[config.mk]
export PLATFORM = sky130hd
export DESIGN_NAME = acc_control
export DESIGN_NICKNAME = d
export VERILOG_FILES = /design/src/include/acc_pkg.sv /design/src/hdl/acc_control.sv
export SDC_FILE = /design/constraint.sdc
export NUM_CORES = 1
export LEC_CHECK = 0
export BUFFER_PORTS_ARGS = -buffer_cell sky130_fd_sc_hd__buf_2
export CAP_MARGIN = 20
export CELL_PAD_IN_SITES_DETAIL_PLACEMENT = 0
export CELL_PAD_IN_SITES_GLOBAL_PLACEMENT = 2
export CORE_AREA = 4 4 174 134
export CTS_CLUSTER_DIAMETER = 150
export DETAILED_ROUTE_END_ITERATION = 10
export DIE_AREA = 0 0 178 138
export GPL_ROUTABILITY_DRIVEN = 0
export PLACE_DENSITY_LB_ADDON = 0.05
export SYNTH_ARGS = -nofsm -noshare
export SYNTH_HDL_FRONTEND = slang
export SYNTH_SLANG_ARGS = --single-unit
[constraint.sdc]
create_clock -name clk_sys -period 5.14 [get_ports clk_sys]
set_input_delay 1.028 -clock clk_sys [delete_from_list [all_inputs] [get_ports clk_sys]]
set_output_delay 1.028 -clock clk_sys [all_outputs]
set_load 0.005 [all_outputs]
[src/include/acc_pkg.sv]
package acc_pkg;
  // ==========================================================================
  // register map (byte addresses, one word each)
  localparam logic [11:0] ADDR_RESULT_LOW = 12'h000;
  localparam logic [11:0] ADDR_RESULT_HIGH = 12'h004;
  localparam logic [11:0] ADDR_CONV_CTRL = 12'h008;
  localparam logic [11:0] ADDR_BIAS_EN = 12'h00C;
  localparam logic [11:0] ADDR_SAMP_STAGE2 = 12'h010;
  localparam logic [11:0] ADDR_GAIN13 = 12'h014;
  localparam logic [11:0] ADDR_SHIFT3 = 12'h018;
  localparam logic [11:0] ADDR_STAT_MUX = 12'h01C;
  // ==========================================================================
  // field positions
  localparam int CC_START_BIT = 7;
  localparam int CC_ELEM_LSB = 5;
  localparam int CC_OSR_LSB = 2;
  localparam int CC_REPEAT_BIT = 1;
  localparam int CC_TEST_BIT = 0;
  localparam int SM_BUSY_BIT = 7;
  localparam int SM_DEF_BIT = 6;
  localparam int SM_INSEL_LSB = 1;
  localparam int SM_REFSEL_BIT = 0;
  // ==========================================================================
  // reset and default values
  localparam logic [1:0] ELEM_DEFAULT = 2'h1;
  localparam logic [2:0] OSR_DEFAULT = 3'h2;
  localparam logic [7:0] BIAS_EN_DEFAULT = 8'hF1;
  localparam logic [7:0] SAMP_STAGE2_DEFAULT = 8'h00;
  localparam logic [7:0] GAIN13_DEFAULT = 8'h00;
  localparam logic [6:0] SHIFT3_DEFAULT = 7'h00;
  localparam logic [5:0] MUX_DEFAULT = 6'h00;
  // ==========================================================================
  // timing: rc oscillator and the fixed ~8 kHz sampling choice
  localparam int RC_FREQ_HZ = 512000;
  localparam int SYS_FREQ_HZ = 20000000;
  localparam int SLOW_FS_HZ = 8000;
  localparam int RC_HALF_CYCLES = SYS_FREQ_HZ / (2 * RC_FREQ_HZ);
  localparam int SLOW_DIV = RC_FREQ_HZ / SLOW_FS_HZ;
  localparam logic [1:0] FS_DIV4 = 2'h0;
  localparam logic [1:0] FS_DIV8 = 2'h1;
  localparam logic [1:0] FS_DIV32 = 2'h2;
  localparam logic [1:0] FS_SLOW = 2'h3;

  typedef enum logic [1:0] {
    ACC_IDLE = 2'b00,
    ACC_RUN = 2'b01,
    ACC_DONE = 2'b10
  } acc_state_t;
endpackage

[src/hdl/acc_control.sv]
// The implementer's own choices: register access over APB and the placing of the registers.
`timescale 1ns/1ns
// Operation
// - writing one to start requests exactly one conversion; start reads zero
// - a start during a running conversion waits until that one completes
// - a conversion is 2^count elementary conversions with input chopped between them
// - each elementary conversion lasts 2^(3+ratio field) samples, 8 to 1024
// - setting repeat starts a conversion and restarts after each end while set
// - every completed repeat conversion updates the result and pulses a trigger
// - the test bit is held at zero and writes to it are ignored
// - both bias fields select 0.25 times one plus field of nominal current
// - enable bit 0 runs the modulator; bits 1 to 3 enable stages, else bypass
// - sampling field picks rc/4, rc/8, rc/32 or about 8 kHz
// - stage one gain bit selects gain 1 or 10
// - stage two gain codes give 1, 2, 5 and 10
// - stage three gain is field value times one twelfth
// - stage two shift is sign-magnitude, -1 to +1 in 0.2 steps
// - stage three shift is sign-magnitude, -5.25 to +5.25 in twelfths
// - busy reads one during a conversion, raised at its actual start
// - busy may lag a start or repeat write by one sampling period
// - restore defaults resets configuration and restarts a conversion at once
// - input select: bit 4 mode, bit 3 polarity, bits 2 to 0 channel
// - reference select picks pins 1/0 when clear and pins 3/2 when set
// - result is 16-bit two's complement over two 8-bit read-only registers
// - single-shot and repeat conversions run identically, only starting differs
module acc_control #(
  parameter int RESULT_W = 16
) (
  input wire logic clk_sys,
  input wire logic reset,
  input wire logic clk_en,
  input wire logic psel,
  input wire logic penable,
  input wire logic pwrite,
  input wire logic [11:0] paddr,
  input wire logic [31:0] pwdata,
  output logic [31:0] prdata,
  output logic pready,
  output logic pslverr,
  input wire logic modulator_bit,
  output logic modulator_on,
  output logic [2:0] stage_enable,
  output logic [1:0] converter_bias_sel,
  output logic [1:0] amplifier_bias_sel,
  output logic stage_one_gain,
  output logic [1:0] stage_two_gain,
  output logic [3:0] stage_two_shift,
  output logic [6:0] stage_three_gain,
  output logic [6:0] stage_three_shift,
  output logic [4:0] input_select,
  output logic reference_select,
  output logic sample_strobe,
  output logic chop_phase,
  output logic conversion_done,
  output logic [RESULT_W-1:0] result
);
  import acc_pkg::*;

  // the result byte registers serve exactly sixteen bits
  if (RESULT_W != 16) begin : g_bad_width
    $error("acc_control: result width must be 16");
  end

  // ==========================================================================
  // apb decode
  logic wr_acc;
  logic rd_acc;
  logic addr_ok;
  assign addr_ok = (paddr == ADDR_RESULT_LOW) || (paddr == ADDR_RESULT_HIGH)
      || (paddr == ADDR_CONV_CTRL) || (paddr == ADDR_BIAS_EN)
      || (paddr == ADDR_SAMP_STAGE2) || (paddr == ADDR_GAIN13)
      || (paddr == ADDR_SHIFT3) || (paddr == ADDR_STAT_MUX);
  assign wr_acc = clk_en && psel && penable && pwrite && !pready;
  assign rd_acc = clk_en && psel && penable && !pwrite && !pready;

  logic def_wr;
  logic start_wr;
  assign def_wr = wr_acc && (paddr == ADDR_STAT_MUX) && pwdata[SM_DEF_BIT];
  assign start_wr = wr_acc && (paddr == ADDR_CONV_CTRL) && pwdata[CC_START_BIT];

  // ==========================================================================
  // configuration registers
  logic [1:0] elem_sel_r;
  logic [2:0] osr_sel_r;
  logic repeat_r;
  logic [7:0] bias_en_r;
  logic [7:0] samp_stage2_r;
  logic [7:0] gain13_r;
  logic [6:0] shift3_r;
  logic [5:0] mux_r;
  // a restore outranks the write that carries it

  always_ff @(posedge clk_sys) begin
    if (reset) begin
      elem_sel_r <= ELEM_DEFAULT;
      osr_sel_r <= OSR_DEFAULT;
      repeat_r <= 1'b0;
      bias_en_r <= BIAS_EN_DEFAULT;
      samp_stage2_r <= SAMP_STAGE2_DEFAULT;
      gain13_r <= GAIN13_DEFAULT;
      shift3_r <= SHIFT3_DEFAULT;
      mux_r <= MUX_DEFAULT;
    end else if (def_wr) begin
      elem_sel_r <= ELEM_DEFAULT;
      osr_sel_r <= OSR_DEFAULT;
      repeat_r <= 1'b0;
      bias_en_r <= BIAS_EN_DEFAULT;
      samp_stage2_r <= SAMP_STAGE2_DEFAULT;
      gain13_r <= GAIN13_DEFAULT;
      shift3_r <= SHIFT3_DEFAULT;
      mux_r <= MUX_DEFAULT;
    end else if (wr_acc) begin
      case (paddr)
        ADDR_CONV_CTRL: begin
          elem_sel_r <= pwdata[CC_ELEM_LSB +: 2];
          osr_sel_r <= pwdata[CC_OSR_LSB +: 3];
          repeat_r <= pwdata[CC_REPEAT_BIT];
        end
        ADDR_BIAS_EN: bias_en_r <= pwdata[7:0];
        ADDR_SAMP_STAGE2: samp_stage2_r <= pwdata[7:0];
        ADDR_GAIN13: gain13_r <= pwdata[7:0];
        ADDR_SHIFT3: shift3_r <= pwdata[6:0];
        ADDR_STAT_MUX: mux_r <= pwdata[5:0];
        default: begin
        end
      endcase
    end
  end

  // ==========================================================================
  // sampling clock: rc oscillator model, then selected divider
  logic [7:0] rc_cnt_r;
  logic rc_tick;
  logic [6:0] fs_cnt_r;
  logic [6:0] fs_limit;
  // the rc half period rounds down to whole system cycles
  assign rc_tick = (rc_cnt_r == 8'(RC_HALF_CYCLES * 2 - 1));

  always_comb begin
    case (samp_stage2_r[7:6])
      FS_DIV4: fs_limit = 7'd3;
      FS_DIV8: fs_limit = 7'd7;
      FS_DIV32: fs_limit = 7'd31;
      FS_SLOW: fs_limit = 7'(SLOW_DIV - 1);
      default: fs_limit = 7'd3;
    endcase
  end

  always_ff @(posedge clk_sys) begin
    if (reset) begin
      rc_cnt_r <= 8'h00;
    end else if (clk_en) begin
      rc_cnt_r <= rc_tick ? 8'h00 : rc_cnt_r + 8'h01;
    end
  end

  always_ff @(posedge clk_sys) begin
    if (reset) begin
      fs_cnt_r <= 7'h00;
      sample_strobe <= 1'b0;
    end else if (clk_en) begin
      sample_strobe <= 1'b0;
      if (rc_tick) begin
        if (fs_cnt_r >= fs_limit) begin
          fs_cnt_r <= 7'h00;
          sample_strobe <= 1'b1;
        end else begin
          fs_cnt_r <= fs_cnt_r + 7'h01;
        end
      end
    end
  end

  // ==========================================================================
  // conversion sequencer
  acc_state_t state_r;
  logic pend_r;
  logic restart_r;
  logic [10:0] osr_cnt_r;
  logic [3:0] elem_cnt_r;
  logic signed [RESULT_W+3:0] acc_r;
  logic [10:0] osr_len;
  logic [3:0] elem_len;
  logic elem_end;
  logic conv_end;
  assign osr_len = 11'(1) << (3 + osr_sel_r);
  assign elem_len = 4'(1) << elem_sel_r;
  assign elem_end = (osr_cnt_r == osr_len - 11'h001);
  assign conv_end = elem_end && (elem_cnt_r == elem_len - 4'h1);

  // a start during a conversion is held until the next idle pass
  always_ff @(posedge clk_sys) begin
    if (reset) begin
      pend_r <= 1'b0;
      restart_r <= 1'b0;
    end else if (clk_en) begin
      if (start_wr) begin
        pend_r <= 1'b1;
      end else if (state_r == ACC_IDLE && sample_strobe) begin
        pend_r <= 1'b0;
      end
      if (def_wr) begin
        restart_r <= 1'b1;
      end else if (sample_strobe && state_r != ACC_DONE) begin
        // a restore seen in the done pass must live on until the idle pass starts
        restart_r <= 1'b0;
      end
    end
  end

  always_ff @(posedge clk_sys) begin
    if (reset) begin
      state_r <= ACC_IDLE;
      osr_cnt_r <= 11'h000;
      elem_cnt_r <= 4'h0;
      acc_r <= '0;
      chop_phase <= 1'b0;
    end else if (clk_en && sample_strobe) begin
      case (state_r)
        ACC_IDLE: begin
          // start only on a sampling edge, so busy lags by up to one period
          if (pend_r || repeat_r || restart_r) begin
            state_r <= ACC_RUN;
            osr_cnt_r <= 11'h000;
            elem_cnt_r <= 4'h0;
            acc_r <= '0;
            chop_phase <= 1'b0;
          end
        end
        ACC_RUN: begin
          if (restart_r) begin
            osr_cnt_r <= 11'h000;
            elem_cnt_r <= 4'h0;
            acc_r <= '0;
            chop_phase <= 1'b0;
          end else begin
            // chopped phases subtract, cancelling offset across elementaries
            if (modulator_bit ^ chop_phase) begin
              acc_r <= acc_r + 20'sd1;
            end else begin
              acc_r <= acc_r - 20'sd1;
            end
            if (conv_end) begin
              state_r <= ACC_DONE;
            end else if (elem_end) begin
              osr_cnt_r <= 11'h000;
              elem_cnt_r <= elem_cnt_r + 4'h1;
              chop_phase <= ~chop_phase;
            end else begin
              osr_cnt_r <= osr_cnt_r + 11'h001;
            end
          end
        end
        ACC_DONE: state_r <= ACC_IDLE;
        default: state_r <= ACC_IDLE;
      endcase
    end
  end

  // ==========================================================================
  // result and end-of-conversion pulse
  // result only moves at a completion, so byte reads between conversions agree
  logic done_evt;
  assign done_evt = clk_en && sample_strobe && state_r == ACC_RUN && conv_end && !restart_r;

  always_ff @(posedge clk_sys) begin
    if (reset) begin
      result <= '0;
      conversion_done <= 1'b0;
    end else if (clk_en) begin
      conversion_done <= done_evt;
      if (done_evt) begin
        result <= acc_r[RESULT_W-1:0];
      end
    end
  end

  // ==========================================================================
  // analog control outputs
  always_ff @(posedge clk_sys) begin
    if (reset) begin
      modulator_on <= 1'b0;
      stage_enable <= 3'h0;
      converter_bias_sel <= 2'h0;
      amplifier_bias_sel <= 2'h0;
      stage_one_gain <= 1'b0;
      stage_two_gain <= 2'h0;
      stage_two_shift <= 4'h0;
      stage_three_gain <= 7'h00;
      stage_three_shift <= 7'h00;
      input_select <= 5'h00;
      reference_select <= 1'b0;
    end else if (clk_en) begin
      modulator_on <= bias_en_r[0];
      stage_enable <= bias_en_r[3:1];
      converter_bias_sel <= bias_en_r[7:6];
      amplifier_bias_sel <= bias_en_r[5:4];
      stage_one_gain <= gain13_r[7];
      stage_two_gain <= samp_stage2_r[5:4];
      stage_two_shift <= samp_stage2_r[3:0];
      stage_three_gain <= gain13_r[6:0];
      stage_three_shift <= shift3_r;
      input_select <= mux_r[5:1];
      reference_select <= mux_r[0];
    end
  end

  // ==========================================================================
  // apb read and handshake
  logic [7:0] rd_byte;
  always_comb begin
    case (paddr)
      ADDR_RESULT_LOW: rd_byte = result[7:0];
      ADDR_RESULT_HIGH: rd_byte = result[15:8];
      // start and test read zero
      ADDR_CONV_CTRL: rd_byte = {1'b0, elem_sel_r, osr_sel_r, repeat_r, 1'b0};
      ADDR_BIAS_EN: rd_byte = bias_en_r;
      ADDR_SAMP_STAGE2: rd_byte = samp_stage2_r;
      ADDR_GAIN13: rd_byte = gain13_r;
      ADDR_SHIFT3: rd_byte = {1'b0, shift3_r};
      ADDR_STAT_MUX: rd_byte = {state_r == ACC_RUN, 1'b0, mux_r};
      default: rd_byte = 8'h00;
    endcase
  end

  always_ff @(posedge clk_sys) begin
    if (reset) begin
      pready <= 1'b0;
      pslverr <= 1'b0;
      prdata <= 32'h00000000;
    end else if (clk_en) begin
      // one wait state: ready answers the cycle after the access is taken
      pready <= psel && penable && !pready;
      pslverr <= psel && penable && !pready && !addr_ok;
      if (rd_acc) begin
        prdata <= {24'h000000, rd_byte};
      end
    end
  end
endmodule

Word-level counts from Yosys, hierarchy flattened:

Cells that the tools add are included.
W data, S select, Z words.

* add/subtract/negate cells: 9
* order comparisons: 1
* equal/unequal tests: 20
* shifts and indexed selects: 2
* multiplexer cells: 33
* bitwise logic cells: 2
* reduce and logical (&&, ||, !) cells: 55

Operator list (count)
* $pmux W8 S8: 1
* $mux W20: 3
* $eq A12 B5 Y1 const B: 4
* $mux W11: 4
* $pmux W20 S2: 1
* $pmux W7 S4: 1
* $eq A12 B4 Y1 const B: 2
* $pmux W11 S2: 1
* $reduce_and A2 Y1: 11
* $add A20 B2 Y20 const B: 1
* $logic_and A1 B1 Y1: 20
* $sub A20 B2 Y20 const B: 1
* $mux W4: 4
* $eq A12 B3 Y1 const B: 1
* $logic_not A12 Y1: 1
* $add A11 B1 Y11 const B: 1
* $eq A11 B11 Y1: 1
* $shl A1 B4 Y11 const A: 1
* $sub A11 B1 Y11 const B: 1
* $mux W1: 10
* $logic_or A1 B1 Y1: 9
* $add A8 B1 Y8 const B: 1
* $eq A8 B6 Y1 const B: 1
* $mux W8: 1
* other kinds (26): 40

* flip-flop bits (word level): 161
* bits of input ports: 51
* output and inout port bits: 88
* logic and storage cells: 156

Longest topological paths before layout:

* depth in word-level cells: 10
* gate-level depth with buffers: 10
* depth with buffers taken out: 9

Least setup slack after synthesis:

No wires, ideal clock.

* path type: input port to flip-flop
* start point: input modulator_bit
* end point: register acc_r[15]
* arrival: 3.132 ns
* slack: 1.887 ns
* stages: 9
* buffers on the path: 0
* cells stage by stage: xor2_1 -> inv_1 -> ha_1 -> nand3_1 -> o22a_1 -> a2111oi_0 -> mux2i_1 -> a211o_1 -> o21ai_0

* word-level cells in the longest chain between the ends: 4

Ends and longest elaborated chain
* start: declaration: RTL line acc_control.sv:40 `input wire logic modulator_bit,`
* $xor A1 B1 Y1: RTL line acc_control.sv:238 `if (modulator_bit ^ chop_phase) begin`
* $mux W20: RTL line acc_control.sv:238
* $mux W20: RTL line acc_control.sv:231 `if (restart_r) begin`
* $pmux W20 S2: RTL line acc_control.sv:219 `case (state_r)`
* end signal: assignment: RTL line acc_control.sv:239 `acc_r <= acc_r + 20'sd1;`
* end signal: assignment: RTL line acc_control.sv:241 `acc_r <= acc_r - 20'sd1;`
* end: declaration: RTL line acc_control.sv:181 `logic signed [RESULT_W+3:0] acc_r;`

Every way passes these cells.
A chain may end at the register's enable or synchronous reset.

Final worst setup path:

Ends and elaborated chain as after synthesis.

==> results.txt <==
The run finished with clean final reports. The portion of total power attributed to combinational logic is 0.048. Power spread over the standard cell area amounts to ~300 nW/um2. By area the synthesized netlist is led by dfxtp_1 (40%), mux2i_1 (12%), nor2_1 (5.3%). The setup fix buffers added after clock tree synthesis is 0. The fmax came out at 288 MHz. The clock network fraction of design power came out at 0.500. The share of total power in sequential cells came out at 0.452. The number of antenna violations at the first check in global routing is 0. The minimum hold slack came out at between 0.4 and 0.5 ns.

For this run the aggregate overflow at the end of global routing stands at 0. For this run, the register share of the synthesized area comes to 0.401. The number of enable flip-flop cells after synthesis is 0. The nature of the critical path endpoint is a flip-flop.

The repair_antennas step left the layout with diodes totalling 0. In the final timing run, aggregate negative setup slack is 0 ns. The final wirelength is 23.3 mm.

The top cell types in the final layout, fill and taps aside, are dfxtp_1 (157), nor2_1 (110), mux2i_1 (96). Cell internal power was estimated by the tool at slightly above 0.002 W. The reported leakage power came out at 3.80 nW. The share of layout cells above drive strength 1 is 0.163. The routed length per instance is between 15 and 20 um. The most frequently used flop master after synthesis is dfxtp_1. The insertion delay to the later sink of the worst-skew pair came out at ~0.43 ns.

For this run, the total global-route usage over all layers was measured as 0.188. The path with the worst hold slack has its endpoint at pend_r. Buffers inserted during clock tree synthesis total 17. The number of gates resized after cts is 0.

Setup repair after global routing left no endpoint under its margin. The total number of yosys warnings came out at 0. The first global-routing pass estimated between 30 and 40 mm of wire. TritonCTS built the clock tree. The signal on the critical path passes through buf_2 > xor2_1 > inv_1 > ha_1 > nand3_1 > o22a_1 > a2111oi_0 > mux2i_1 > a31oi_1 > o21ai_0. In this run the most critical hold path is launched from pend_r. Counting instances, the worst hold path has a depth of 2. The count of maximum capacitance violations came out at 0. The die boundary width is 178 um.

In this run the critical register-to-register path is launched from chop_phase. The worst path needs around 3.5 ns of the cycle, external delays included. The overall power after layout is about 0.0027 W. Clock tree synthesis selected as its root buffer the cell clkbuf_16. The final number of setup-violating endpoints is 0. The startpoint kind of the worst setup timing path is a primary input.

For this configuration, the core starts out at a cell density of 0.361. The placement row count is 47. STA puts the critical path data arrival time at 3.82 ns. The share of total power consumed by net switching is 0.246. After the first detailed-routing iteration, the DRC count stood at 401. Entering global routing, the biggest net connects 46 pins. The post-synthesis register bit count is ~160. The largest individual stage delay along the critical path comes from the cell a2111oi_0. After floorplanning, the core was sized to cover 21700 um2. The post-route antenna net violation count came out at 0. The iteration count of the initial detailed-routing pass came out at 5.

After detailed routing, the number of vias per cell comes to 5.33. The area share of the largest cell type after synthesis came out at 0.401. The worst pin sits at a relative slew slack of 0.384.

The number of nets at the end of the flow came out at between 1k and 1.5k. The cell count after synthesis came out at 869. The total number of vias is between 6k and 7k.

The count of cell types in the netlist came out at just over 80. The clock drives 157 sinks. The largest fanout on the critical path is 16.

The quantity of I/O buffers inserted on ports is 90. The post-synthesis area per instance is around 9.0 um2. The quantity of hold-fixing buffers added after cts is 0. The die footprint came out at between 20000 and 25000 um2. During I/O placement, the number of pins put on the boundary was 139.

After synthesis, the share of flip-flops with an asynchronous set or reset is 0. The largest total area in the synthesized netlist belongs to dfxtp_1. The total count of hold-check failures in the final report is 0. The longest individual stage delay on the worst path came out at 0.63 ns. The worst register-to-register path ends at acc_r[15].

The power dissipated by switching net loads is approximately 0.00067 W. For the final database, setup skew stands at 0.0110 ns. The worst reg-to-reg setup slack is a little under 2 ns. The post-DP HPWL came out at around 17 mm. The netlist area before placement is 7840 um2.

The most common cell after layout, fill and taps aside is dfxtp_1. The maximum VDD drop is between 0.2 and 0.25 mV. The maximum clock path buffer count came out at 2. The final worst-path cycle share came out at 0.675. The setup path with the least slack is of type primary input to flip-flop. The vertical die dimension came out at about 140 um. The worst hold path belongs to the class flip-flop to flip-flop. The maximum level of the CTS H-tree came out at 4. The via count of the first global-routing pass is 6462. At the pin with the least slew margin, the transition time is between 0.9 and 1 ns. The area growth from synthesis to layout came out at 15.2%. The endpoint required time on the critical path came out at ~5.5 ns. The count of final max-slew check failures is 0. The DRC violation count after routing came out at 0. The number of cells on the worst reg-to-reg path came out at 9. Clock-pin slew was measured on the worst setup and hold paths at 0.07 ns.
through the flow:
step	instance area [um2]	cells	util	setup WS, ns
2_1_floorplan	7920	892	-	1.89
3_3_place_gp	8400	1216	0.387	1.23
3_5_place_dp	8400	1216	0.387	1.24
4_1_cts	9020	1248	0.416	1.62
5_1_grt	9030	1249	0.416	1.32
6_report	9030	1249	0.416	1.67
worst max-delay path: cells and delay by family:
kind	cells	cell delay, ns
AOI/OAI and AO/OA	4	1.17
adders and majority gates	1	0.48
buffers and inverters	2	0.47
muxes	1	0.30
xor gates and xnor gates	1	0.27
and+or+nand+nor	1	0.09
cells by family after synthesis:
| kind of cell | synth area share |
|---|---|
| compound gates | 0.147 |
| xor+xnor | 0.0268 |
| fa+ha+maj | 0.0393 |
| buf+inv | 0.0551 |
| flops | 0.401 |
| mux | 0.133 |
| other cells | 0.000479 |
| simple gates | 0.198 |
cells in the mapped netlist (3+ instances only):
cell	n
a211oi_1	10
a21o_1	6
a21oi_1	57
a22oi_1	6
a31oi_1	8
a32o_1	3
and2_1	8
and3_1	9
buf_1	4
buf_2	12
buf_4	26
clkbuf_1	21
dfxtp_1	157
ha_1	23
inv_1	14
mux2i_1	96
mux4_2	3
nand2_1	71
nand2b_1	5
nand3_1	26
nand4_1	14
nor2_1	110
nor2b_1	7
nor3_1	14
nor4_4	3
o21a_1	4
o21ai_0	23
o21ai_1	7
o22ai_1	6
o31ai_1	11
or2_2	3
or3_1	13
or4_1	7
xnor2_1	9
xor2_1	15
cell type report:
cell class | instances | area (um2)
clock inverters | 15 | 196
flip-flops and latches | 157 | 3140
repair buffers | 96 | 493
clock buffers | 17 | 425
inverters | 15 | 56.3
fillers | 2179 | 12700
multi-input cells | 655 | 4350
well taps | 294 | 368
power by group through the flow:
stage | registers (W) | logic, W | clock network, W
after global routing | 0.00123 | 0.000142 | 0.00144
final | 0.00123 | 0.000129 | 0.00136
after floorplan | 0.00126 | 0.0000960 | 0
after global placement | 0.00126 | 0.000127 | 0
after CTS | 0.00123 | 0.000129 | 0.00139
after detailed placement | 0.00126 | 0.000129 | 0
metal layers:
layer,global-route usage,share of wire,vias up
met5,0,0,-
met4,0.0484,0.012,0
met3,0.0300,0.050,20
met2,0.276,0.43,177
met1,0.287,0.51,3233
li1,-,-,3230
state kept, by name, indices dropped and copies added, names as in the netlist, 4 cells and up:
signal             cells
gain13_r               8
rc_cnt_r               8
shift3_r               7
stage_two_shift        4
acc_r                 16
bias_en_r              8
stage_three_gain       7
stage_three_shift      7
input_select           5
elem_cnt_r             4
result                16
prdata                 8
mux_r                  6
osr_cnt_r             11
samp_stage2_r          8
fs_cnt_r               7
how the worst max path moves through the flow:
stage	slack (ns)	endpoint	from	cells after the start
after floorplan	1.89	acc_r[15]	modulator_bit	9
after global placement	1.23	acc_r[15]	modulator_bit	10
after detailed placement	1.24	acc_r[15]	modulator_bit	10
after CTS	1.62	acc_r[15]	modulator_bit	10
after global routing	1.32	acc_r[15]	modulator_bit	10
final	1.67	acc_r[15]	modulator_bit	10
(Power assumes the default switching activity.)
